--- src/rtl/usb_irq_pkg.sv ---
// Purpose: Shared constants and types for the USB function interrupt flag block.
// Assumes: Byte-wide indexed register port, one device clock.
// Notes:   Offsets are register indices on the internal register port.
package usb_irq_pkg;

  // Register offsets on the internal register port.
  localparam logic [7:0] ADDR_IN_FLAGS   = 8'h02;
  localparam logic [7:0] ADDR_OUT_FLAGS  = 8'h04;
  localparam logic [7:0] ADDR_CM_FLAGS   = 8'h06;
  localparam logic [7:0] ADDR_IN_EN      = 8'h07;
  localparam logic [7:0] ADDR_OUT_EN     = 8'h09;
  localparam logic [7:0] ADDR_CM_EN      = 8'h0B;
  localparam logic [7:0] ADDR_CTRL       = 8'h0C;

  // Reset values of the enable registers.
  localparam logic [3:0] RST_IN_EN       = 4'hF;
  localparam logic [3:0] RST_OUT_EN      = 4'hE;
  localparam logic [3:0] RST_CM_EN       = 4'h6;

  // Implemented bits of each register.
  localparam logic [3:0] MASK_IN         = 4'hF;
  localparam logic [3:0] MASK_OUT        = 4'hE;
  localparam logic [3:0] MASK_CM         = 4'hF;

  // Field positions in the common registers.
  localparam int         BIT_SUSPEND     = 0;
  localparam int         BIT_RESUME      = 1;
  localparam int         BIT_BUS_RESET   = 2;
  localparam int         BIT_FRAME       = 3;
  localparam int         BIT_SUSP_DET    = 0;

  // Frame timing: one frame lasts 1 ms.
  localparam int         FRAME_US        = 1000;
  localparam int         CLK_MHZ         = 125;
  localparam int         FRAME_CYCLES    = FRAME_US * CLK_MHZ;

  // Packet completion event from the serial engine.
  typedef struct packed {
    logic       valid;    // One-cycle completion pulse.
    logic       is_in;    // High for transmission, low for reception.
    logic [1:0] ep;       // Endpoint number 0 to 3.
    logic       crc_ok;   // Packet arrived free of errors.
    logic       hs_ack;   // Host handshake received (transmission).
  } pkt_evt_s;

  // Bus signalling events from the line-state detector.
  typedef struct packed {
    logic sof;            // Start-of-frame token received intact.
    logic bus_reset;      // Reset signalling detected.
    logic resume;         // Resume signalling detected.
    logic suspend;        // Suspend signalling detected.
  } bus_evt_s;

endpackage : usb_irq_pkg

--- src/rtl/usb_function_irq_flags.sv ---
// Purpose: Interrupt flags, enables and request of a USB function controller.
// Assumes: Events are synchronous pulses on clk_sys_i from the serial engine.
// Notes:   Flag registers clear on read; a coincident event survives the clear.
//
// Strobed register access was left to the implementer.

// Notes on behaviour
// - OUT flags in bits one to three.
// - Reading OUT flags returns then clears them.
// - Frame-start flag bit three on token.
// - Own frame timer synthesises missed frame starts.
// - Bus-reset flag bit two on reset.
// - Resume flag only while suspended.
// - Suspend flag only with detection enabled.
// - Reading common flags returns then clears them.
// - IN enables bits zero to three, reset 0x0F.
// - OUT enables bits one to three, reset 0x0E.
// - Common enables bits three..zero, reset 0x06.
// - Upper bits read zero, writes ignored.
// - Engine handles handshakes without software.
// - Receive flag only after complete packet.
// - Transmit flag only after host handshake.
// - Corrupted packets set no flag.
// - IN flags bits zero to three, clear-on-read.
// - Request asserted while any enabled flag set.
// - Bus reset enables all but suspend, clears flags.
// - Suspend ignored while detection disabled.
module usb_function_irq_flags
  import usb_irq_pkg::*;
#(
  parameter int FRAME_LEN = FRAME_CYCLES  // Cycles per frame for synthesised frame starts.
) (
  input  wire logic       clk_sys_i,      // Device clock, 125 MHz.
  input  wire logic       rst_i,          // Asynchronous reset, active high.
  input  wire logic [7:0] addr_i,         // Register offset.
  input  wire logic [7:0] wdata_i,        // Write data.
  input  wire logic       wr_i,           // Write strobe.
  input  wire logic       rd_i,           // Read strobe.
  output logic      [7:0] rdata_o,        // Read data, valid the cycle after rd_i.
  input  wire pkt_evt_s   pkt_i,          // Packet completion events.
  input  wire bus_evt_s   bus_i,          // Bus signalling events.
  output logic            suspended_o,    // Function is in suspend mode.
  output logic            handshake_o,    // Engine sends handshake for good received packet.
  output logic            irq_o           // Function-level interrupt request.
);

  // Flag, enable and control state.
  logic [3:0]  in_flags_r,  in_flags_nxt;    // IN endpoint flags.
  logic [3:0]  out_flags_r, out_flags_nxt;   // OUT endpoint flags.
  logic [3:0]  cm_flags_r,  cm_flags_nxt;    // Common flags.
  logic [3:0]  in_en_r,     in_en_nxt;       // IN endpoint enables.
  logic [3:0]  out_en_r,    out_en_nxt;      // OUT endpoint enables.
  logic [3:0]  cm_en_r,     cm_en_nxt;       // Common enables.
  logic        susp_det_r,  susp_det_nxt;    // Suspend detection enable.
  logic        susp_r,      susp_nxt;        // Suspend mode.
  logic [7:0]  rdata_r,     rdata_nxt;       // Registered read data.
  logic        hs_r,        hs_nxt;          // Handshake pulse.
  logic [31:0] frame_cnt_r, frame_cnt_nxt;   // Frame timer.

  // Qualified event strobes.
  logic [3:0]  in_set;                       // IN flag set requests.
  logic [3:0]  out_set;                      // OUT flag set requests.
  logic [3:0]  cm_set;                       // Common flag set requests.
  logic        frame_tick;                   // Frame start, real or synthesised.
  logic        pkt_good;                     // Error-free packet event.

  // Decode packet events; erroneous packets are dropped and transmit needs the handshake.
  // The engine reports a packet only once it has ended, so a partial packet
  // never reaches this decode; the crc bit then decides whether it counts.
  always_comb begin
    pkt_good = pkt_i.valid && pkt_i.crc_ok;
    in_set   = 4'h0;
    out_set  = 4'h0;
    // A sent packet counts only once the host has acknowledged it.
    if (pkt_good && pkt_i.is_in && pkt_i.hs_ack) begin
      in_set[pkt_i.ep] = 1'b1;
    end else if (pkt_good && !pkt_i.is_in) begin
      // Endpoint 0 reports both directions in the IN register.
      if (pkt_i.ep == 2'd0) begin
        in_set[0] = 1'b1;
      end else begin
        out_set[pkt_i.ep] = 1'b1;
      end
    end
  end

  // Frame timer restarts on each received token and ticks if one is missed.
  // Restarting on the token keeps the timer aligned to the host's frames,
  // so while tokens come at most FRAME_LEN cycles apart the timer itself never ticks.
  // A late token simply restarts the count; the timer is only the fallback.
  always_comb begin
    frame_tick    = 1'b0;
    frame_cnt_nxt = frame_cnt_r + 32'd1;
    if (bus_i.sof) begin
      frame_tick    = 1'b1;
      frame_cnt_nxt = 32'd0;
    end else if (frame_cnt_r >= 32'(FRAME_LEN - 1)) begin
      frame_tick    = 1'b1;
      frame_cnt_nxt = 32'd0;
    end
    // Timer is held at zero and frame ticks are dropped while suspended.
    // No tokens come in suspend, so ticking here would only give false flags.
    if (susp_r) begin
      frame_tick    = 1'b0;
      frame_cnt_nxt = 32'd0;
    end
  end

  // Common event qualification.
  // Resume counts only in suspend, suspend only with detection on; other
  // signalling is dropped here and leaves neither flag nor mode behind.
  always_comb begin
    cm_set                = 4'h0;
    cm_set[BIT_FRAME]     = frame_tick;
    cm_set[BIT_BUS_RESET] = bus_i.bus_reset;
    cm_set[BIT_RESUME]    = bus_i.resume && susp_r;
    cm_set[BIT_SUSPEND]   = bus_i.suspend && susp_det_r;
  end

  // Next state of flags, enables, suspend and read data.
  always_comb begin
    in_flags_nxt  = in_flags_r;
    out_flags_nxt = out_flags_r;
    cm_flags_nxt  = cm_flags_r;
    in_en_nxt     = in_en_r;
    out_en_nxt    = out_en_r;
    cm_en_nxt     = cm_en_r;
    susp_det_nxt  = susp_det_r;
    susp_nxt      = susp_r;
    rdata_nxt     = 8'h00;
    hs_nxt        = pkt_good && !pkt_i.is_in;

    // Read returns current value; clearing reads zero the register.
    // Read data take the value before the clear, so each flag is seen once;
    // an event in the same cycle is merged back in below for the next read.
    if (rd_i) begin
      unique case (addr_i)
        ADDR_IN_FLAGS: begin
          rdata_nxt    = {4'h0, in_flags_r};
          in_flags_nxt = 4'h0;
        end
        ADDR_OUT_FLAGS: begin
          rdata_nxt     = {4'h0, out_flags_r};
          out_flags_nxt = 4'h0;
        end
        ADDR_CM_FLAGS: begin
          rdata_nxt    = {4'h0, cm_flags_r};
          cm_flags_nxt = 4'h0;
          // Reading after a resume leaves suspend mode.
          if (cm_flags_r[BIT_RESUME]) begin
            susp_nxt = 1'b0;
          end
        end
        ADDR_IN_EN:  rdata_nxt = {4'h0, in_en_r};
        ADDR_OUT_EN: rdata_nxt = {4'h0, out_en_r};
        ADDR_CM_EN:  rdata_nxt = {4'h0, cm_en_r};
        ADDR_CTRL:   rdata_nxt = {6'h00, susp_r, susp_det_r};
        default:     rdata_nxt = 8'h00;                      // Unmapped reads zero.
      endcase
    end

    // Writes store only implemented bits.
    // Flag registers are read only; writes to them fall into the default arm.
    if (wr_i) begin
      unique case (addr_i)
        ADDR_IN_EN:  in_en_nxt    = wdata_i[3:0] & MASK_IN;
        ADDR_OUT_EN: out_en_nxt   = wdata_i[3:0] & MASK_OUT;
        ADDR_CM_EN:  cm_en_nxt    = wdata_i[3:0] & MASK_CM;
        ADDR_CTRL:   susp_det_nxt = wdata_i[BIT_SUSP_DET];
        default:     ;                                       // Other writes ignored.
      endcase
    end

    // Suspend entry and exit.
    // Exit is written after entry, so resume or bus reset in one cycle wins;
    // the function never stays suspended across reset signalling.
    if (cm_set[BIT_SUSPEND]) begin
      susp_nxt = 1'b1;
    end
    if (bus_i.resume || bus_i.bus_reset) begin
      susp_nxt = 1'b0;
    end

    // Bus reset re-arms enables except suspend and clears flags.
    // Suspend detection belongs to software and is left as it was; the
    // suspend interrupt stays disabled until software turns it on again.
    if (bus_i.bus_reset) begin
      in_en_nxt     = MASK_IN;
      out_en_nxt    = MASK_OUT;
      cm_en_nxt     = MASK_CM & ~(4'h1 << BIT_SUSPEND);
      in_flags_nxt  = 4'h0;
      out_flags_nxt = 4'h0;
      cm_flags_nxt  = 4'h0;
    end

    // New events win over any clear; flags record regardless of enables.
    // Merging last means neither a clearing read nor a bus reset can swallow
    // an event of the same cycle; the bus reset flag survives this way too.
    in_flags_nxt  = in_flags_nxt  | in_set;
    out_flags_nxt = out_flags_nxt | (out_set & MASK_OUT);
    cm_flags_nxt  = cm_flags_nxt  | cm_set;
  end

  // State registers.
  // The reset branch loads constants only, so release is clean on any edge.
  always_ff @(posedge clk_sys_i or posedge rst_i) begin
    if (rst_i) begin
      in_flags_r  <= 4'h0;
      out_flags_r <= 4'h0;
      cm_flags_r  <= 4'h0;
      in_en_r     <= RST_IN_EN;
      out_en_r    <= RST_OUT_EN;
      cm_en_r     <= RST_CM_EN;
      susp_det_r  <= 1'b0;
      susp_r      <= 1'b0;
      rdata_r     <= 8'h00;
      hs_r        <= 1'b0;
    end else begin
      in_flags_r  <= in_flags_nxt;
      out_flags_r <= out_flags_nxt;
      cm_flags_r  <= cm_flags_nxt;
      in_en_r     <= in_en_nxt;
      out_en_r    <= out_en_nxt;
      cm_en_r     <= cm_en_nxt;
      susp_det_r  <= susp_det_nxt;
      susp_r      <= susp_nxt;
      rdata_r     <= rdata_nxt;
      hs_r        <= hs_nxt;
    end
  end

  // Frame timer register, kept apart from the flag state it feeds.
  always_ff @(posedge clk_sys_i or posedge rst_i) begin
    if (rst_i) begin
      frame_cnt_r <= 32'd0;
    end else begin
      frame_cnt_r <= frame_cnt_nxt;
    end
  end

  // Outputs; request is the OR of enabled flags.
  // The request uses registered flags and enables only, so it is glitch
  // free and rises in the cycle that the flag becomes visible to software.
  assign irq_o       = |((in_flags_r & in_en_r) | (out_flags_r & out_en_r) | (cm_flags_r & cm_en_r));
  assign rdata_o     = rdata_r;
  assign suspended_o = susp_r;
  assign handshake_o = hs_r;

  // Checks on register and event behaviour. Antecedents leave out the
  // coincident events that the set-wins merge lets through, so a failure
  // points at the logic that the label names.

  // Clearing read of OUT flags zeroes them unless a new event arrives.
  a_out_clear_read: assert property (@(posedge clk_sys_i) disable iff (rst_i)
    (rd_i && addr_i == ADDR_OUT_FLAGS && !pkt_i.valid && !bus_i.bus_reset) |=> (out_flags_r == 4'h0))
    else $error("OUT flags not cleared by read");

  // Read data returns pre-read OUT flags.
  a_out_read_data: assert property (@(posedge clk_sys_i) disable iff (rst_i)
    (rd_i && addr_i == ADDR_OUT_FLAGS) |=> (rdata_o == {4'h0, $past(out_flags_r)} && rdata_o[0] == 1'b0))
    else $error("OUT flag read data wrong");

  // Common read clears all flags absent new events.
  a_cm_clear_read: assert property (@(posedge clk_sys_i) disable iff (rst_i)
    (rd_i && addr_i == ADDR_CM_FLAGS && cm_set == 4'h0) |=> (cm_flags_r == 4'h0))
    else $error("common flags not cleared by read");

  // Received token sets frame flag.
  a_frame_token: assert property (@(posedge clk_sys_i) disable iff (rst_i)
    (bus_i.sof && !susp_r) |=> cm_flags_r[BIT_FRAME])
    else $error("frame flag missing after token");

  // Frame flag appears within a frame even with no token.
  a_frame_synth: assert property (@(posedge clk_sys_i) disable iff (rst_i)
    (frame_cnt_r == 32'(FRAME_LEN - 1) && !susp_r) |=> cm_flags_r[BIT_FRAME])
    else $error("frame flag not synthesised");

  // Bus reset sets its flag.
  a_reset_flag: assert property (@(posedge clk_sys_i) disable iff (rst_i)
    bus_i.bus_reset |=> cm_flags_r[BIT_BUS_RESET])
    else $error("bus reset flag missing");

  // Resume flag never sets while not suspended.
  a_resume_gate: assert property (@(posedge clk_sys_i) disable iff (rst_i)
    (!cm_flags_r[BIT_RESUME] && !susp_r) |=> !cm_flags_r[BIT_RESUME])
    else $error("resume flag set outside suspend");

  // Suspend is ignored without detection enable.
  a_suspend_gate: assert property (@(posedge clk_sys_i) disable iff (rst_i)
    (!susp_det_r && !susp_r && !cm_flags_r[BIT_SUSPEND]) |=> (!susp_r && !cm_flags_r[BIT_SUSPEND]))
    else $error("suspend acted on while detection disabled");

  // Bus reset re-arms enables.
  a_reset_enables: assert property (@(posedge clk_sys_i) disable iff (rst_i)
    bus_i.bus_reset |=> (in_en_r == 4'hF && out_en_r == 4'hE && cm_en_r == 4'hE))
    else $error("enables not re-armed by bus reset");

  // Corrupted packet sets no endpoint flag.
  a_bad_packet: assert property (@(posedge clk_sys_i) disable iff (rst_i)
    (pkt_i.valid && !pkt_i.crc_ok && !rd_i && !bus_i.bus_reset) |=>
      (in_flags_r == $past(in_flags_r) && out_flags_r == $past(out_flags_r)))
    else $error("corrupted packet set a flag");

  // Transmit flag requires host handshake.
  a_tx_handshake: assert property (@(posedge clk_sys_i) disable iff (rst_i)
    (pkt_i.valid && pkt_i.is_in && !pkt_i.hs_ack && !in_flags_r[pkt_i.ep]) |=> !in_flags_r[$past(pkt_i.ep)])
    else $error("IN flag set without handshake");

  // Event during clearing read stays pending.
  a_set_wins: assert property (@(posedge clk_sys_i) disable iff (rst_i)
    (rd_i && addr_i == ADDR_CM_FLAGS && bus_i.bus_reset) |=> cm_flags_r[BIT_BUS_RESET])
    else $error("event lost on clearing read");

  // Request follows enabled flags.
  a_irq_map: assert property (@(posedge clk_sys_i) disable iff (rst_i)
    (cm_flags_r[BIT_BUS_RESET] && cm_en_r[BIT_BUS_RESET]) |-> irq_o)
    else $error("request missing for enabled flag");

  // Upper bits always read zero.
  a_upper_zero: assert property (@(posedge clk_sys_i) disable iff (rst_i)
    $past(rd_i) |-> (rdata_o[7:4] == 4'h0))
    else $error("upper bits read nonzero");

  // Clearing read of IN flags zeroes them unless a new event arrives.
  a_in_clear_read: assert property (@(posedge clk_sys_i) disable iff (rst_i)
    (rd_i && addr_i == ADDR_IN_FLAGS && !pkt_i.valid && !bus_i.bus_reset) |=> (in_flags_r == 4'h0))
    else $error("IN flags not cleared by read");

  // A good received packet on endpoints 1 to 3 marks its OUT flag.
  a_rx_complete: assert property (@(posedge clk_sys_i) disable iff (rst_i)
    (pkt_i.valid && pkt_i.crc_ok && !pkt_i.is_in && pkt_i.ep != 2'd0) |=> out_flags_r[$past(pkt_i.ep)])
    else $error("OUT flag missing after good packet");

  // An acknowledged sent packet marks its IN flag.
  a_tx_complete: assert property (@(posedge clk_sys_i) disable iff (rst_i)
    (pkt_i.valid && pkt_i.crc_ok && pkt_i.is_in && pkt_i.hs_ack) |=> in_flags_r[$past(pkt_i.ep)])
    else $error("IN flag missing after acknowledged send");

  // A good received packet is answered by the engine alone.
  a_auto_handshake: assert property (@(posedge clk_sys_i) disable iff (rst_i)
    (pkt_i.valid && pkt_i.crc_ok && !pkt_i.is_in) |=> handshake_o)
    else $error("handshake missing after good packet");

  // A corrupted packet draws no handshake.
  a_bad_no_handshake: assert property (@(posedge clk_sys_i) disable iff (rst_i)
    (pkt_i.valid && !pkt_i.crc_ok) |=> !handshake_o)
    else $error("handshake sent for corrupted packet");

  // Bit 0 of the OUT enables never reads back as one.
  a_out_en_bit0: assert property (@(posedge clk_sys_i) disable iff (rst_i)
    (rd_i && addr_i == ADDR_OUT_EN) |=> (rdata_o[0] == 1'b0))
    else $error("OUT enable bit 0 read as one");

  // Suspend with detection enabled enters suspend and flags it.
  a_suspend_set: assert property (@(posedge clk_sys_i) disable iff (rst_i)
    (bus_i.suspend && susp_det_r && !bus_i.resume && !bus_i.bus_reset) |=> (susp_r && cm_flags_r[BIT_SUSPEND]))
    else $error("suspend not entered with detection enabled");

  // IN enable writes land as written.
  a_in_en_write: assert property (@(posedge clk_sys_i) disable iff (rst_i)
    (wr_i && addr_i == ADDR_IN_EN && !bus_i.bus_reset) |=> (in_en_r == $past(wdata_i[3:0])))
    else $error("IN enables not written");

  // Common enable writes land as written.
  a_cm_en_write: assert property (@(posedge clk_sys_i) disable iff (rst_i)
    (wr_i && addr_i == ADDR_CM_EN && !bus_i.bus_reset) |=> (cm_en_r == $past(wdata_i[3:0])))
    else $error("common enables not written");

  // No request while every flag is clear or masked.
  a_irq_quiet: assert property (@(posedge clk_sys_i) disable iff (rst_i)
    ((in_flags_r & in_en_r) == 4'h0 && (out_flags_r & out_en_r) == 4'h0 &&
     (cm_flags_r & cm_en_r) == 4'h0) |-> !irq_o)
    else $error("request without enabled flag");

  // Any enabled endpoint flag raises the request.
  a_irq_endpoint: assert property (@(posedge clk_sys_i) disable iff (rst_i)
    ((in_flags_r & in_en_r) != 4'h0 || (out_flags_r & out_en_r) != 4'h0) |-> irq_o)
    else $error("request missing for endpoint flag");

endmodule : usb_function_irq_flags

--- config.mk ---
export PLATFORM = sky130hd
export DESIGN_NAME = usb_function_irq_flags
export DESIGN_NICKNAME = d
export VERILOG_FILES = /design/src/rtl/usb_irq_pkg.sv /design/src/rtl/usb_function_irq_flags.sv
export SDC_FILE = /design/constraint.sdc
export NUM_CORES = 1
export LEC_CHECK = 0
export ABC_CLOCK_PERIOD_IN_PS = 3900
export BUFFER_PORTS_ARGS = -buffer_cell sky130_fd_sc_hd__buf_2
export CORE_UTILIZATION = 45
export DETAILED_ROUTE_END_ITERATION = 6
export PLACE_DENSITY = 0.65
export RECOVER_POWER = 25
export SYNTH_ARGS = -nofsm -noshare
export SYNTH_HDL_FRONTEND = slang
export SYNTH_SLANG_ARGS = --single-unit
--- constraint.sdc ---
create_clock -name clk_sys_i -period 3.9 [get_ports clk_sys_i]
set_clock_uncertainty 0.15 [all_clocks]
set_input_delay 0.78 -clock clk_sys_i [delete_from_list [all_inputs] [get_ports clk_sys_i]]
set_output_delay 0.78 -clock clk_sys_i [all_outputs]
set_load 0.01 [all_outputs]
Word-level counts from Yosys, hierarchy flattened
Cells that the tools add are included.
{"block": "classes", "addsub": 1, "magnitude_cmp": 3, "eq_ne": 7, "muxes": 40, "n_bitwise": 8, "reduce_logical": 23}
{"op": "2-to-1 mux 32 bit", "count": 3}
{"op": "2-to-1 mux 4 bit", "count": 22}
{"op": "adder 32 x 1 -> 32 bit, second input constant", "count": 1}
{"op": ">= comparator 32 x 17 -> 1 bit, second input constant", "count": 1}
{"op": "case mux 4 bit (7 select lines)", "count": 1}
{"op": "== test 8 x 3 -> 1 bit, second input constant", "count": 3}
{"op": "== test 8 x 4 -> 1 bit, second input constant", "count": 3}
{"op": "OR 4 bit", "count": 5}
{"op": "AND 4 bit", "count": 3}
{"op": "2-to-1 mux 1 bit", "count": 12}
{"op": "nonzero test 3 bit", "count": 3}
{"op": "== test 8 x 2 -> 1 bit, second input constant", "count": 1}
{"op": "AND reduction 2 bit", "count": 4}
{"op": "nonzero test 2 bit", "count": 4}
{"op": "logical AND 1 bit", "count": 7}
{"op": "OR reduction 4 bit", "count": 1}
{"op": "less-than comparator 2 x 3 -> 1 bit, second input constant", "count": 1}
{"op": "2-to-1 mux 3 bit", "count": 1}
{"op": "AND reduction 3 bit", "count": 1}
{"op": "demux 1 bit (select 2 bit)", "count": 1}
{"op": ">= comparator 2 x 1 -> 1 bit, second input constant", "count": 1}
{"op": "logical NOT 2 bit", "count": 1}
{"op": "logical NOT 1 bit", "count": 1}
{"op": "logical OR 1 bit", "count": 1}
{"block": "totals", "ff_bits": 67, "input_bits": 30, "output_inout_bits": 11, "word_cells": 93}

Logic depth before layout (Yosys ltp)
Gate-level depths: netlist of run 1.
{"block": "logic_depth", "ltp_word": 8, "ltp_mapped": 7, "depth_no_buf": 5}

Least setup slack after synthesis of run 1
OpenSTA, ideal clock, no wires.
{"block": "synth_path", "kind": "input -> register", "startpoint": "input addr_i[2]", "endpoint": "register rdata_r[1] (netlist: rdata_o[1])", "setup_ps": 128, "t_arrival_ps": 1855, "setup_slack_ps": 1767, "stages": 5, "n_path_buf": 1, "path_cell_list": "clkbuf_1 > mux2_2 > a32o_1 > a222oi_1 > nor2_1"}
{"block": "synth_between", "elab_chain_len": 3, "word_cells_on_any_way": 9}
{"element": "from (decl)", "line": "usb_function_irq_flags.sv:35", "rtl": "input wire logic [7:0] addr_i,"}
{"element": "== test 8 x 4 -> 1 bit (tied with other cells)", "line": "usb_function_irq_flags.sv:137", "rtl": "unique case (addr_i)"}
{"element": "case mux 4 bit (7 select lines) *", "line": "usb_function_irq_flags.sv:137"}
{"element": "2-to-1 mux 4 bit *", "line": "usb_function_irq_flags.sv:136", "rtl": "if (rd_i) begin"}
{"element": "net rdata_nxt[1]", "line": "usb_function_irq_flags.sv:56", "rtl": "logic [7:0] rdata_r, rdata_nxt;"}
{"element": "to (signal assigned)", "line": "usb_function_irq_flags.sv:227", "rtl": "rdata_r <= rdata_nxt;"}
{"element": "to (decl)", "line": "usb_function_irq_flags.sv:56"}
The timed path passes the listed nets; every way through them passes the cells marked *.
A chain may end at the register's enable or synchronous reset.

Worst setup path in the final report of run 1
{"block": "layout_path", "startpoint": "register out_flags_r[1]", "endpoint": "output irq_o"}
{"block": "layout_between", "elab_chain_len": 4}
{"element": "from (decl)", "line": "usb_function_irq_flags.sv:49", "rtl": "logic [3:0] out_flags_r, out_flags_nxt;"}
{"element": "from (signal assigned)", "line": "usb_function_irq_flags.sv:220", "rtl": "out_flags_r <= out_flags_nxt;"}
{"element": "AND 4 bit", "line": "usb_function_irq_flags.sv:244", "rtl": "assign irq_o = |((in_flags_r & in_en_r) | (out_flags_r & out_en_r) | (cm_flags_r & cm_en_r));"}
{"element": "OR 4 bit (2 in series)", "line": "usb_function_irq_flags.sv:244"}
{"element": "OR reduction 4 bit", "line": "usb_function_irq_flags.sv:244"}
{"element": "to (decl)", "line": "usb_function_irq_flags.sv:44", "rtl": "output logic irq_o"}
Every way passes these cells.

==> summary by stage, run 1 <==
Run status
The flow ran to the end, and the final reports show no timing, DRC or antenna violations.

Routing
Once detail routing completed, the nets flagged for antenna violations numbered 0. In the detailed route, the total length drawn on met2 is 2540 µm. Across all layers, the routed design uses between 2000 and 2500 vias. After detailed routing, the number of remaining DRC violations is 0. The routed metal-1 wirelength is 2880 µm.

Dividing the detail-routed wire length by the instance count gives about 14 µm. The number of search-and-repair iterations in the first detailed-routing pass is 4. In this run, the number of DRC markers left after iteration 0 of detailed routing was 185. The top routing layer in use is met4. The number of vias per cell is roughly 5.4. The amount of wire on met3 after detailed routing is around 260 µm. The overall routed net length is 5750 µm.

Layout
The area growth from synthesis to layout is 14.8%. The combined area of the multi-input logic cells is 1310 µm². After routing the design area is approximately 3400 µm². The number of filler cells placed in the layout is about 590. The share of layout cells above drive strength 1 is 0.239. The repair_antennas step left the layout with diodes totalling 0.

Across the whole layout, storage elements account for approximately 1500 µm². For this run, the post-layout net count is between 300 and 400.

Clocking
The longest clock path from root to sink contains 2 buffers. The post-cts repair resize count is 0. After clock tree synthesis, the clock-pin slew on the worst setup and hold paths is ~60 ps. Counting the buffers created by CTS gives 9. The H-tree was split into 3 levels. CTS saw between 60 and 70 sinks. The root buffer cell is clkbuf_8. The number of buffers inserted by hold repair at cts is 0. Once the clock tree was built, the setup fixing pass inserted 0 buffers. TritonCTS built the clock tree.

The later pin in the worst-skew pair is clocked with a latency of approximately 340 ps.

Global route
The wire length of the first global-routing pass is 9630 µm. The total overflow left after global routing is 0. Across every metal layer, demand over resource in global routing totals 0.193. The largest net degree at the start of global routing is 35. The number of global-route vias before repair is around 2000. The initial antenna violation count is 0.

Critical path
The critical path required time is 2970 ps. The classification of the worst setup path is flop to output port. The cell family contributing the most delay on the critical path is compound AO/OA/AOI/OAI gates.

The largest stage delay on the critical path is 410 ps. The library cell contributing the largest single delay on the critical path is dfrtp_1. For the worst setup path, the data arrival time is 1600 ps. The worst register-to-register path has a setup slack of ~1600 ps. The endpoint class of the critical path is an output port. The count of buffering cells on the critical path with inverters included is 1. The startpoint class of the critical path is a flop. The signal on the critical path passes through a22o_1 > a221oi_1 > and3_1 > nand2_1 > buf_2. Of all nets on the critical path, the largest fanout is 3.

Timing
The relative slew slack is 0.178. The worst hold slack after final layout is around 350 ps. For the pin with the worst max-slew slack, the measured transition is between 1000 and 1500 ps. The number of pins with negative max-slew slack in the final report is 0.

The hold violation count in the final report is 0. The fmax is between 0.3 and 0.4 GHz. The aggregate negative setup slack is 0 ps. Setup repair after global routing left no endpoint under its margin. The final critical-path share of the clock period is 0.648. Setup violations remaining at the end of the flow were counted as 0.

The time the worst path needs with I/O delays and setup is 2530 ps.

Floorplan
The top-level port count is around 40. The x dimension of the die is 82.6 µm. The die covers around 6800 µm².

The cell row count is 29. The starting density of the core is 0.463. The placeable core area is 6310 µm².

The floorplan step set the die height to just over 80 µm.

Power
The worst-case IR drop observed on VDD is ~0.00022 V. The areal power density over the cells is 372 nW/µm². The analysis attributes to cell leakage a power of approximately 1.4 nW.

Placed design
The final RePlAce weighted congestion is between 0.8 and 0.9. Detailed placement finished with a half-perimeter wire length of 3940 µm. The number of port buffers is 32.

In this run the cell area measured after placement is 3170 µm².

Synthesis
The distinct cell type count of the synthesized netlist is 57. The post-synthesis cell type with the largest combined area is dfrtp_1. Synthesis handed over a netlist of 272 instances. Among all flip-flop cells after synthesis, the most frequent one is dfrtp_1. The most instantiated library cell after synthesis is dfrtp_1. The cell area that synthesis handed to floorplanning was approximately 2900 µm². The share of the Yosys chip area taken by registers is 0.526. Sorting the synthesized cells by area gives the leading types as dfrtp_1 44%, dfstp_2 8.1%, nor2_4 3.1%. The commonest cells after synthesis are 52 x dfrtp_1, 21 x nor2_1, 19 x nand2_1, 15 x inv_1, 12 x o21ai_0.

Averaged over all synthesized cells, the footprint is ~11 µm². Of the post-synthesis cell area, the dominant cell type holds 0.445. Counting flops with a built-in enable in the synthesized netlist gives 0. The Yosys step of the flow raised 0 warnings. The synthesized flop and latch total is approximately 60. Of all flip-flops after synthesis, the portion carrying an async set or reset was 1.00.

Min path
The path class of the tightest hold or removal check is flop to flop.

Job
Across the run, the number of max-cap violations was 0.
==> area by class of cell <==
cell class / count / area share
inverters: 15 / 0.0168
clock inverters: 5 / 0.0101
clock buffers: 11 / 0.0451
repair buffers: 34 / 0.0522
multi-input cells: 200 / 0.389
well taps: 77 / 0.0287
flip-flops and latches: 61 / 0.458
==> power breakdown <==
group,internal (W),leakage (nW),switching [W]
Combinational,0.0000277,0.537,0.0000502
Clock,0.000265,0.0917,0.000254
Sequential,0.000645,0.769,0.00000611
Total,0.000938,1.40,0.000310
==> state kept, by name, indices dropped and copies added (netlist names) <==
name         flops
frame_cnt_r     32
cm_en_r          4
cm_flags_r       4
in_en_r          4
in_flags_r       4
rdata_o          4
out_en_r         3
out_flags_r      3
handshake_o      1
susp_det_r       1
suspended_o      1
==> worst paths after layout <==
check,startpoint,endpoint,depth (start not counted)
max in group asynchronous,rst_i,frame_cnt_r[15],3
min reg2reg,frame_cnt_r[0],frame_cnt_r[0],1
min in group asynchronous,rst_i,susp_det_r,2
max reg2reg,frame_cnt_r[0],frame_cnt_r[15],6
max,out_flags_r[1],irq_o,5
min,frame_cnt_r[0],frame_cnt_r[0],1
==> metrics by stage <==
| stage | instances | util | total power [W] | setup slack (ps) |
|---|---|---|---|---|
| final | 403 | 0.532 | 0.00125 | 1370 |
| after global routing | 403 | 0.532 | 0.00131 | 1200 |
| after CTS | 403 | 0.532 | 0.00126 | 1350 |
| after detailed placement | 387 | 0.503 | 0.000741 | 1340 |
| after global placement | 387 | 0.503 | 0.000740 | 1380 |
| after floorplan | 290 | - | 0.000714 | 1470 |
==> cell usage in the layout (no fill, tap or decap), types with 3 or more instances in the layout <==
cell type / instances
conb_1: 19
o21ai_0: 12
inv_1: 15
dfstp_2: 9
dfrtp_1: 52
xnor2_1: 10
nand2b_1: 3
a22o_1: 3
a211o_1: 10
nor2_1: 21
buf_2: 32
a32o_1: 3
nor2b_1: 6
nand4_1: 8
nor4_1: 7
clkbuf_8: 11
a41oi_1: 3
mux2_2: 3
and3_1: 4
nand2_1: 19
nand3_1: 8
nor3_1: 4
a21oi_1: 7
nor2_4: 8
a211oi_1: 3
==> cell families (layout without fill, tap and decap cells) <==
family                   Yosys count  after routing  synth area share
AND/OR/NAND/NOR                  104            104             0.213
flip-flops                        61             61             0.526
AO/OA/AOI/OAI                     59             59             0.151
buffers and inverters             29             65            0.0505
XOR/XNOR                          12             12            0.0359
multiplexers                       5              5            0.0184
adder cells (fa/ha/maj)            1              1           0.00428
other                              1             19           0.00128
==> metal layers <==
metal | GRT usage | vias up
li1 | - | 1060
met1 | 0.281 | 1062
met2 | 0.270 | 59
met3 | 0.0429 | 9
met4 | 0.0897 | 0
met5 | 0 | -
(Power assumes the default switching activity.)
==> run 2, diff against run 1 <==
- ABC_CLOCK_PERIOD_IN_PS: 3900 -> 2300
- PLACE_DENSITY: 0.65 -> 0.68
- clock period: 3.9 -> 2.3 ns (I/O delays scaled with it)
==> run 2 against run 1 <==
Compared with the run above: core utilization is 1.9 points higher; setup slack worse by 1300 ps; flip-flop and latch count unchanged; combinational power is 80% higher; via count increased by 1.4%; critical path depth unchanged; non-clock buffer count grew 11; cell area up 3.7%; clock power increased by 100%; cell count grew 2.7%; global-route usage grew 1.1 points.
==> summary by stage, run 2 (synthesized netlist as in run 1, its figures left out) <==
Run status
Result of the run: complete, no violations (unchanged).

Layout
The number of filler cells placed in the layout came to 614 (was 591). The post-route cell area came to 3480 µm² (was 3360 µm²). Commonest non-fill, non-tap cells in the layout: 52 x dfrtp_1, 32 x buf_2, 21 x nor2_1 (unchanged). The final antenna diode count is 0 (unchanged). The signed area change from the synthesized netlist to the final layout is 19.0% (was 14.8%).

The number of nets in the final layout is 363 (was 352). The register with the most flip-flops is frame_cnt_r (unchanged). The most frequent standard cell in the layout excluding fill and tap cells is dfrtp_1 (unchanged). The combined area of the multi-input logic cells is 1310 µm² (unchanged). The combined flip-flop and latch cell area is 1540 µm² (unchanged). The flip-flop count of the largest register, all copies and words added came to 32 (unchanged). The share of layout cells above drive strength 1 is 0.261 (was 0.239).

The count of placed standard cells in the final layout, fillers left out is 414 (was 403).

Power
The areal power density over the cells is 660 nW/µm² (was 372 nW/µm²). The maximum ir drop on the vdd rail is 0.000507 V (was 0.000218 V). The leakage power total is 1.46 nW (was 1.40 nW). The overall power after layout is 0.00230 W (was 0.00125 W).

Critical path
The reg-to-reg critical path startpoint is frame_cnt_r[0] (unchanged). The worst-case reg-to-reg path depth came to 6 (unchanged). The origin of the worst setup path is out_flags_r[1] (unchanged). The worst setup slack for register-to-register paths is 170 ps (was 1640 ps).

The top fanout value on the critical path is 3 (unchanged). The critical path required time is 1690 ps (was 2970 ps). The startpoint class of the critical path is a flop (unchanged).

The arrival time of the worst setup path is 1600 ps (about the same). The classification of the worst setup path was flop to output port (unchanged). The termination of the worst setup path is irq_o (unchanged).

The endpoint class of the critical path was an output port (unchanged). The critical register-to-register path endpoint is frame_cnt_r[15] (unchanged).

Routing
The total via count after detailed routing is 2220 (was 2190). The number of vias per cell is 5.36 (was 5.43). The number of nets with antenna violations after routing is 0 (unchanged). The number of search-and-repair iterations in the first detailed-routing pass is 5 (was 4).

The number of violations reported at the end of detailed-routing iteration 0 is 122 (was 185). The overall routed net length was 6010 µm (was 5750 µm). The detailed-route DRC error count is 0 (unchanged). The routed wirelength normalized by instance count came to 14.5 µm (was 14.3 µm).

Timing
Setup repair after global routing missed its margin: false (unchanged). The relative slew slack is 0.183 (was 0.178). The hold violation count in the final report is 0 (unchanged).

The time the worst path needs with I/O delays and setup is between 2000 and 2500 ps. The number of pins with negative max-slew slack in the final report is 0 (unchanged). The final critical-path share of the clock period is 0.962.

The transition time of the tightest slew-check pin was 1220 ps (was 1230 ps). The final setup violation count is 0 (unchanged). Based on the critical path, the design can be clocked at up to 0.452 GHz. The aggregate negative setup slack is 0 ps (unchanged).

Floorplan
The placeable core area is 6310 µm² (unchanged). The cell row count is 29 (unchanged). The starting density of the core came to 0.463 (unchanged). The height of the chip is 82.6 µm (unchanged).

The top-level port count came to 41 (unchanged). The full die area is 6830 µm² (unchanged). The x dimension of the die is 82.6 µm (unchanged).

Global route
The aggregate global routing overflow is 0 (unchanged). The initial antenna violation count is 0 (unchanged). The wire length of the first global-routing pass came to 10100 µm (was 9630 µm).

The largest net degree at the start of global routing came to 34 (was 35). The number of global-route vias before repair came to 2213 (was 1965). The total routing resource utilization after global routing came to 0.204 (was 0.193).

Clocking
The clock latency on the worst-skew pair is 330 ps (was 340 ps). The H-tree depth reported by CTS came to 3 (unchanged). The number of CTS-inserted buffers was 9 (unchanged). The number of buffers on the longest clock path is 2 (unchanged). The count of buffers added by post-CTS timing repair for setup is 0 (unchanged). The clock transition at the register clock pins on the worst setup and hold paths after CTS is 70 ps (was 60 ps). The CTS tree is built (unchanged). The number of sinks driven by the clock tree is 61 (unchanged).

The root buffer cell is clkbuf_8 (unchanged). The post-cts repair resize count is 0 (unchanged). The number of buffers inserted by hold repair at cts was 0 (unchanged).

Job
The count of maximum capacitance violations is 0 (unchanged).

Placed design
The number of cells in the design after placement is 398 (was 387). The post-DP HPWL was 4310 µm (was 3940 µm). The post-placement cell area is 3260 µm² (was 3170 µm²).

The final RePlAce weighted congestion came to 0.824 (was 0.877). The number of port buffers is 32 (unchanged).

Min path
The startpoint of the most critical hold path was bus_i[1] (was frame_cnt_r[0]). The classification of the worst-slack hold path is input pin to flop (was flop to flop).
## run 2: how the worst min path moves through the flow
| stage | end | slack, ps | cells after the start |
|---|---|---|---|
| after CTS | rdata_o[2] | 90 | 2 |
| after global placement | cm_flags_r[2] | 340 | 1 |
| after detailed placement | cm_flags_r[2] | 350 | 1 |
| after floorplan | frame_cnt_r[0] | 310 | 1 |
| final | suspended_o | 140 | 2 |
| after global routing | suspended_o | 130 | 2 |
## run 2: final cells by class
type                       instances  share of cell area
sequential                        61               0.442
multi-input combinational        200               0.376
timing repair buffer              45              0.0740
clock buffer                      11              0.0406
tap                               77              0.0277
clock inverter                     5              0.0241
inverter                          15              0.0162
## run 2: worst max-delay path, cell delays in order (launching register included)
cell	delay [ps]
dfrtp_1	420
a22o_1	240
a221oi_1	210
and3_1	190
nand2_1	60
buf_2	150
## run 2: power by group
group | internal [W] | leakage [nW] | switching [W] | total [W]
Combinational | 0.0000529 | 0.591 | 0.0000873 | 0.000140
Sequential | 0.00109 | 0.769 | 0.0000105 | 0.00111
Clock | 0.000641 | 0.106 | 0.000410 | 0.00105
Total | 0.00179 | 1.46 | 0.000507 | 0.00230
## run 2: per-stage QoR
| stage | hold slack [ps] | util | setup WS, ps |
|---|---|---|---|
| finish | 138 | 0.551 | 87.4 |
| global route | 128 | 0.551 | 5.20 |
| CTS | 85.4 | 0.551 | 55.1 |
| detailed placement | 345 | 0.516 | 182 |
| global placement | 338 | 0.516 | 201 |
| floorplan | 310 | - | 192 |
## run 2: per-layer routing
metal | wire length [µm] | track usage | up-vias | share of wire
met1 | 2600 | 0.247 | 1073 | 0.43
met2 | 3050 | 0.341 | 55 | 0.51
met3 | 300 | 0.0626 | 6 | 0.050
met5 | 0 | 0 | - | 0
li1 | - | - | 1086 | -
met4 | 59 | 0.0793 | 0 | 0.0098
==> run 3, diff against run 2 <==
- ABC_CLOCK_PERIOD_IN_PS: 2300 -> 2000
- clock period: 2.3 -> 2 ns (I/O delays scaled with it)
==> run 3 against run 2 <==
Compared with the run above: the flow now finishes with violations (setup timing); die area is the same; largest power group unchanged; cell count increased by 2.2%; clock power grew 18%.
==> summary by stage, run 3 (synthesized netlist as in run 1, its figures left out) <==
Floorplan
The cell row count is 29 (unchanged). The height of the chip is 82.6 µm (unchanged). The x dimension of the die is 82.6 µm (unchanged). The full die area is 6830 µm² (unchanged). The top-level port count is 41 (unchanged).

The placeable core area is 6310 µm² (unchanged). The starting density of the core was 0.463 (unchanged).

Placed design
The number of port buffers was 32 (unchanged). The final RePlAce weighted congestion is 0.852 (was 0.824). The post-DP HPWL is 4300 µm (was 4310 µm). The post-placement cell area is 3340 µm² (was 3260 µm²).

Global route
The largest net degree at the start of global routing came to 33 (was 34). The initial antenna violation count is 0 (unchanged). The wire length of the first global-routing pass was 9630 µm (was 10100 µm). The number of global-route vias before repair is 2070 (was 2213). The total routing resource utilization after global routing is 0.195 (was 0.204).

The aggregate global routing overflow is 0 (unchanged).

Power
The overall power after layout is 0.00267 W (was 0.00230 W). The maximum ir drop on the vdd rail is 0.000504 V (was 0.000507 V). The leakage power total is 1.52 nW (was 1.46 nW). The areal power density over the cells is 739 nW/µm² (was 660 nW/µm²).

Critical path
Series of cell instances along the critical path: a22o_1 > a221oi_2 > and3_1 > nand2_1 > buf_2 (was a22o_1 > a221oi_1 > and3_1 > nand2_1 > buf_2). The family with the most delay on the worst path was compound AO/OA/AOI/OAI gates (unchanged). The endpoint class of the critical path is an output port (unchanged). The worst-case reg-to-reg path depth is 6 (unchanged).

The top fanout value on the critical path is 3 (unchanged). The critical path required time is 1450 ps (was 1690 ps). The library cell contributing the largest single delay on the critical path is dfstp_2 (was dfrtp_1). The startpoint class of the critical path is a flop (unchanged).

The arrival time of the worst setup path is 1490 ps (was 1600 ps). The worst setup slack for register-to-register paths came to 60 ps (was 170 ps). The largest stage delay on the critical path is 370 ps (was 420 ps). The count of buffering cells on the critical path with inverters included is 1 (unchanged). The number of cells on the critical path is 5 (unchanged).

The classification of the worst setup path is flop to output port (unchanged).

Timing
The final setup violation count is 1 (was 0). The aggregate negative setup slack is -39.0 ps (was 0 ps). Setup repair after global routing missed its margin: true (was false).

The time the worst path needs with I/O delays and setup is ~2000 ps. The final worst-path setup slack came to -39.0 ps (was 87.4 ps). The transition time of the tightest slew-check pin was 644 ps (was 1220 ps).

Static timing analysis puts the maximum clock frequency at 0.490 GHz. The hold violation count in the final report came to 0 (unchanged). In the finished design, the share of the clock period the worst path needs comes to 1.02.

The worst hold slack after final layout is 80.9 ps (was 138 ps). The relative slew slack was 0.569 (was 0.183). The number of pins with negative max-slew slack in the final report is 0 (unchanged).

Layout
Commonest non-fill, non-tap cells in the layout: 52 x dfrtp_1, 31 x buf_2 (was 52 x dfrtp_1, 32 x buf_2, 21 x nor2_1). The number of nets in the final layout was 372 (was 363). The share of layout cells above drive strength 1 is 0.301 (was 0.261). The most frequent standard cell in the layout excluding fill and tap cells is dfrtp_1 (unchanged). The signed area change from the synthesized netlist to the final layout is 23.7% (was 19.0%). The final antenna diode count is 0 (unchanged). The utilization after layout is 0.573 (was 0.551). The register with the most flip-flops is frame_cnt_r (unchanged). The post-route cell area is 3620 µm² (was 3480 µm²). The flip-flop count of the largest register, all copies and words added is 32 (unchanged).

Job
The count of maximum capacitance violations is 0 (unchanged).

Routing
The total via count after detailed routing is 2280 (was 2220). The number of violations reported at the end of detailed-routing iteration 0 was 123 (was 122). The detailed-route DRC error count is 0 (unchanged). The number of vias per cell is 5.39 (was 5.36). The number of search-and-repair iterations in the first detailed-routing pass was 4 (was 5). The routed wirelength normalized by instance count is 14.4 µm (was 14.5 µm). The number of nets with antenna violations after routing is 0 (unchanged).

The overall routed net length is 6090 µm (was 6010 µm).

Clocking
The number of buffers on the longest clock path is 2 (unchanged). The number of CTS-inserted buffers is 9 (unchanged). The CTS tree is built (unchanged). The root buffer cell is clkbuf_8 (unchanged). The clock latency on the worst-skew pair is 340 ps (was 330 ps). The number of sinks driven by the clock tree is 61 (unchanged).

The H-tree depth reported by CTS is 3 (unchanged). The clock transition at the register clock pins on the worst setup and hold paths after CTS is 70 ps (about the same).

Min path
The number of cells traversed by the worst hold path was 2 (unchanged). The classification of the worst-slack hold path is input pin to flop (unchanged).

Run status
The final reports fail on setup timing. Result of the run: finished with violations (was complete, no violations).
[run 3: path summary, 6_finish.rpt]
| kind | from | end |
|---|---|---|
| max | out_en_r[1] | irq_o |
| min | bus_i[1] | suspended_o |
| max reg2reg | frame_cnt_r[1] | frame_cnt_r[3] |
| min reg2reg | cm_flags_r[2] | cm_flags_r[2] |
| max in group asynchronous | rst_i | frame_cnt_r[2] |
| min in group asynchronous | rst_i | suspended_o |
[run 3: final cells by class]
class / count / area [µm²]
Multi-Input combinational cell: 200 / 1360
Fill cell: 565 / 2700
Inverter: 15 / 57.6
Clock buffer: 11 / 141
Clock inverter: 5 / 85.1
Tap cell: 77 / 96.3
Sequential cell: 61 / 1540
Timing Repair Buffer: 54 / 339
[run 3: what timing repair did]
item | CTS | global route
pin swaps | 3 | 1
setup endpoints to repair | 4 | 18
endpoints found under the hold margin | 12 | 0
hold buffers | 1 | 0
resized for setup | 1 | 7
setup buffers | 1 | 0
[run 3: power breakdown]
group          internal (W)  switching, W  total [W]
Clock              0.000740      0.000497    0.00124
Sequential          0.00126     0.0000121    0.00127
Combinational     0.0000632      0.000101   0.000165
[run 3: layer usage]
| layer | part of all wire | up-vias | GRT usage |
|---|---|---|---|
| met5 | 0 | - | 0 |
| met2 | 0.47 | 76 | 0.296 |
| met4 | 0.017 | 0 | 0.105 |
| met3 | 0.061 | 11 | 0.0505 |
| met1 | 0.45 | 1089 | 0.256 |
| li1 | - | 1104 | - |
[run 3: metrics by stage]
step	std cells	setup slack, ps
after floorplan	290	5.34
after global placement	405	15.8
after detailed placement	405	-42.5
after CTS	423	-57.5
after global routing	423	-134
final	423	-39.0
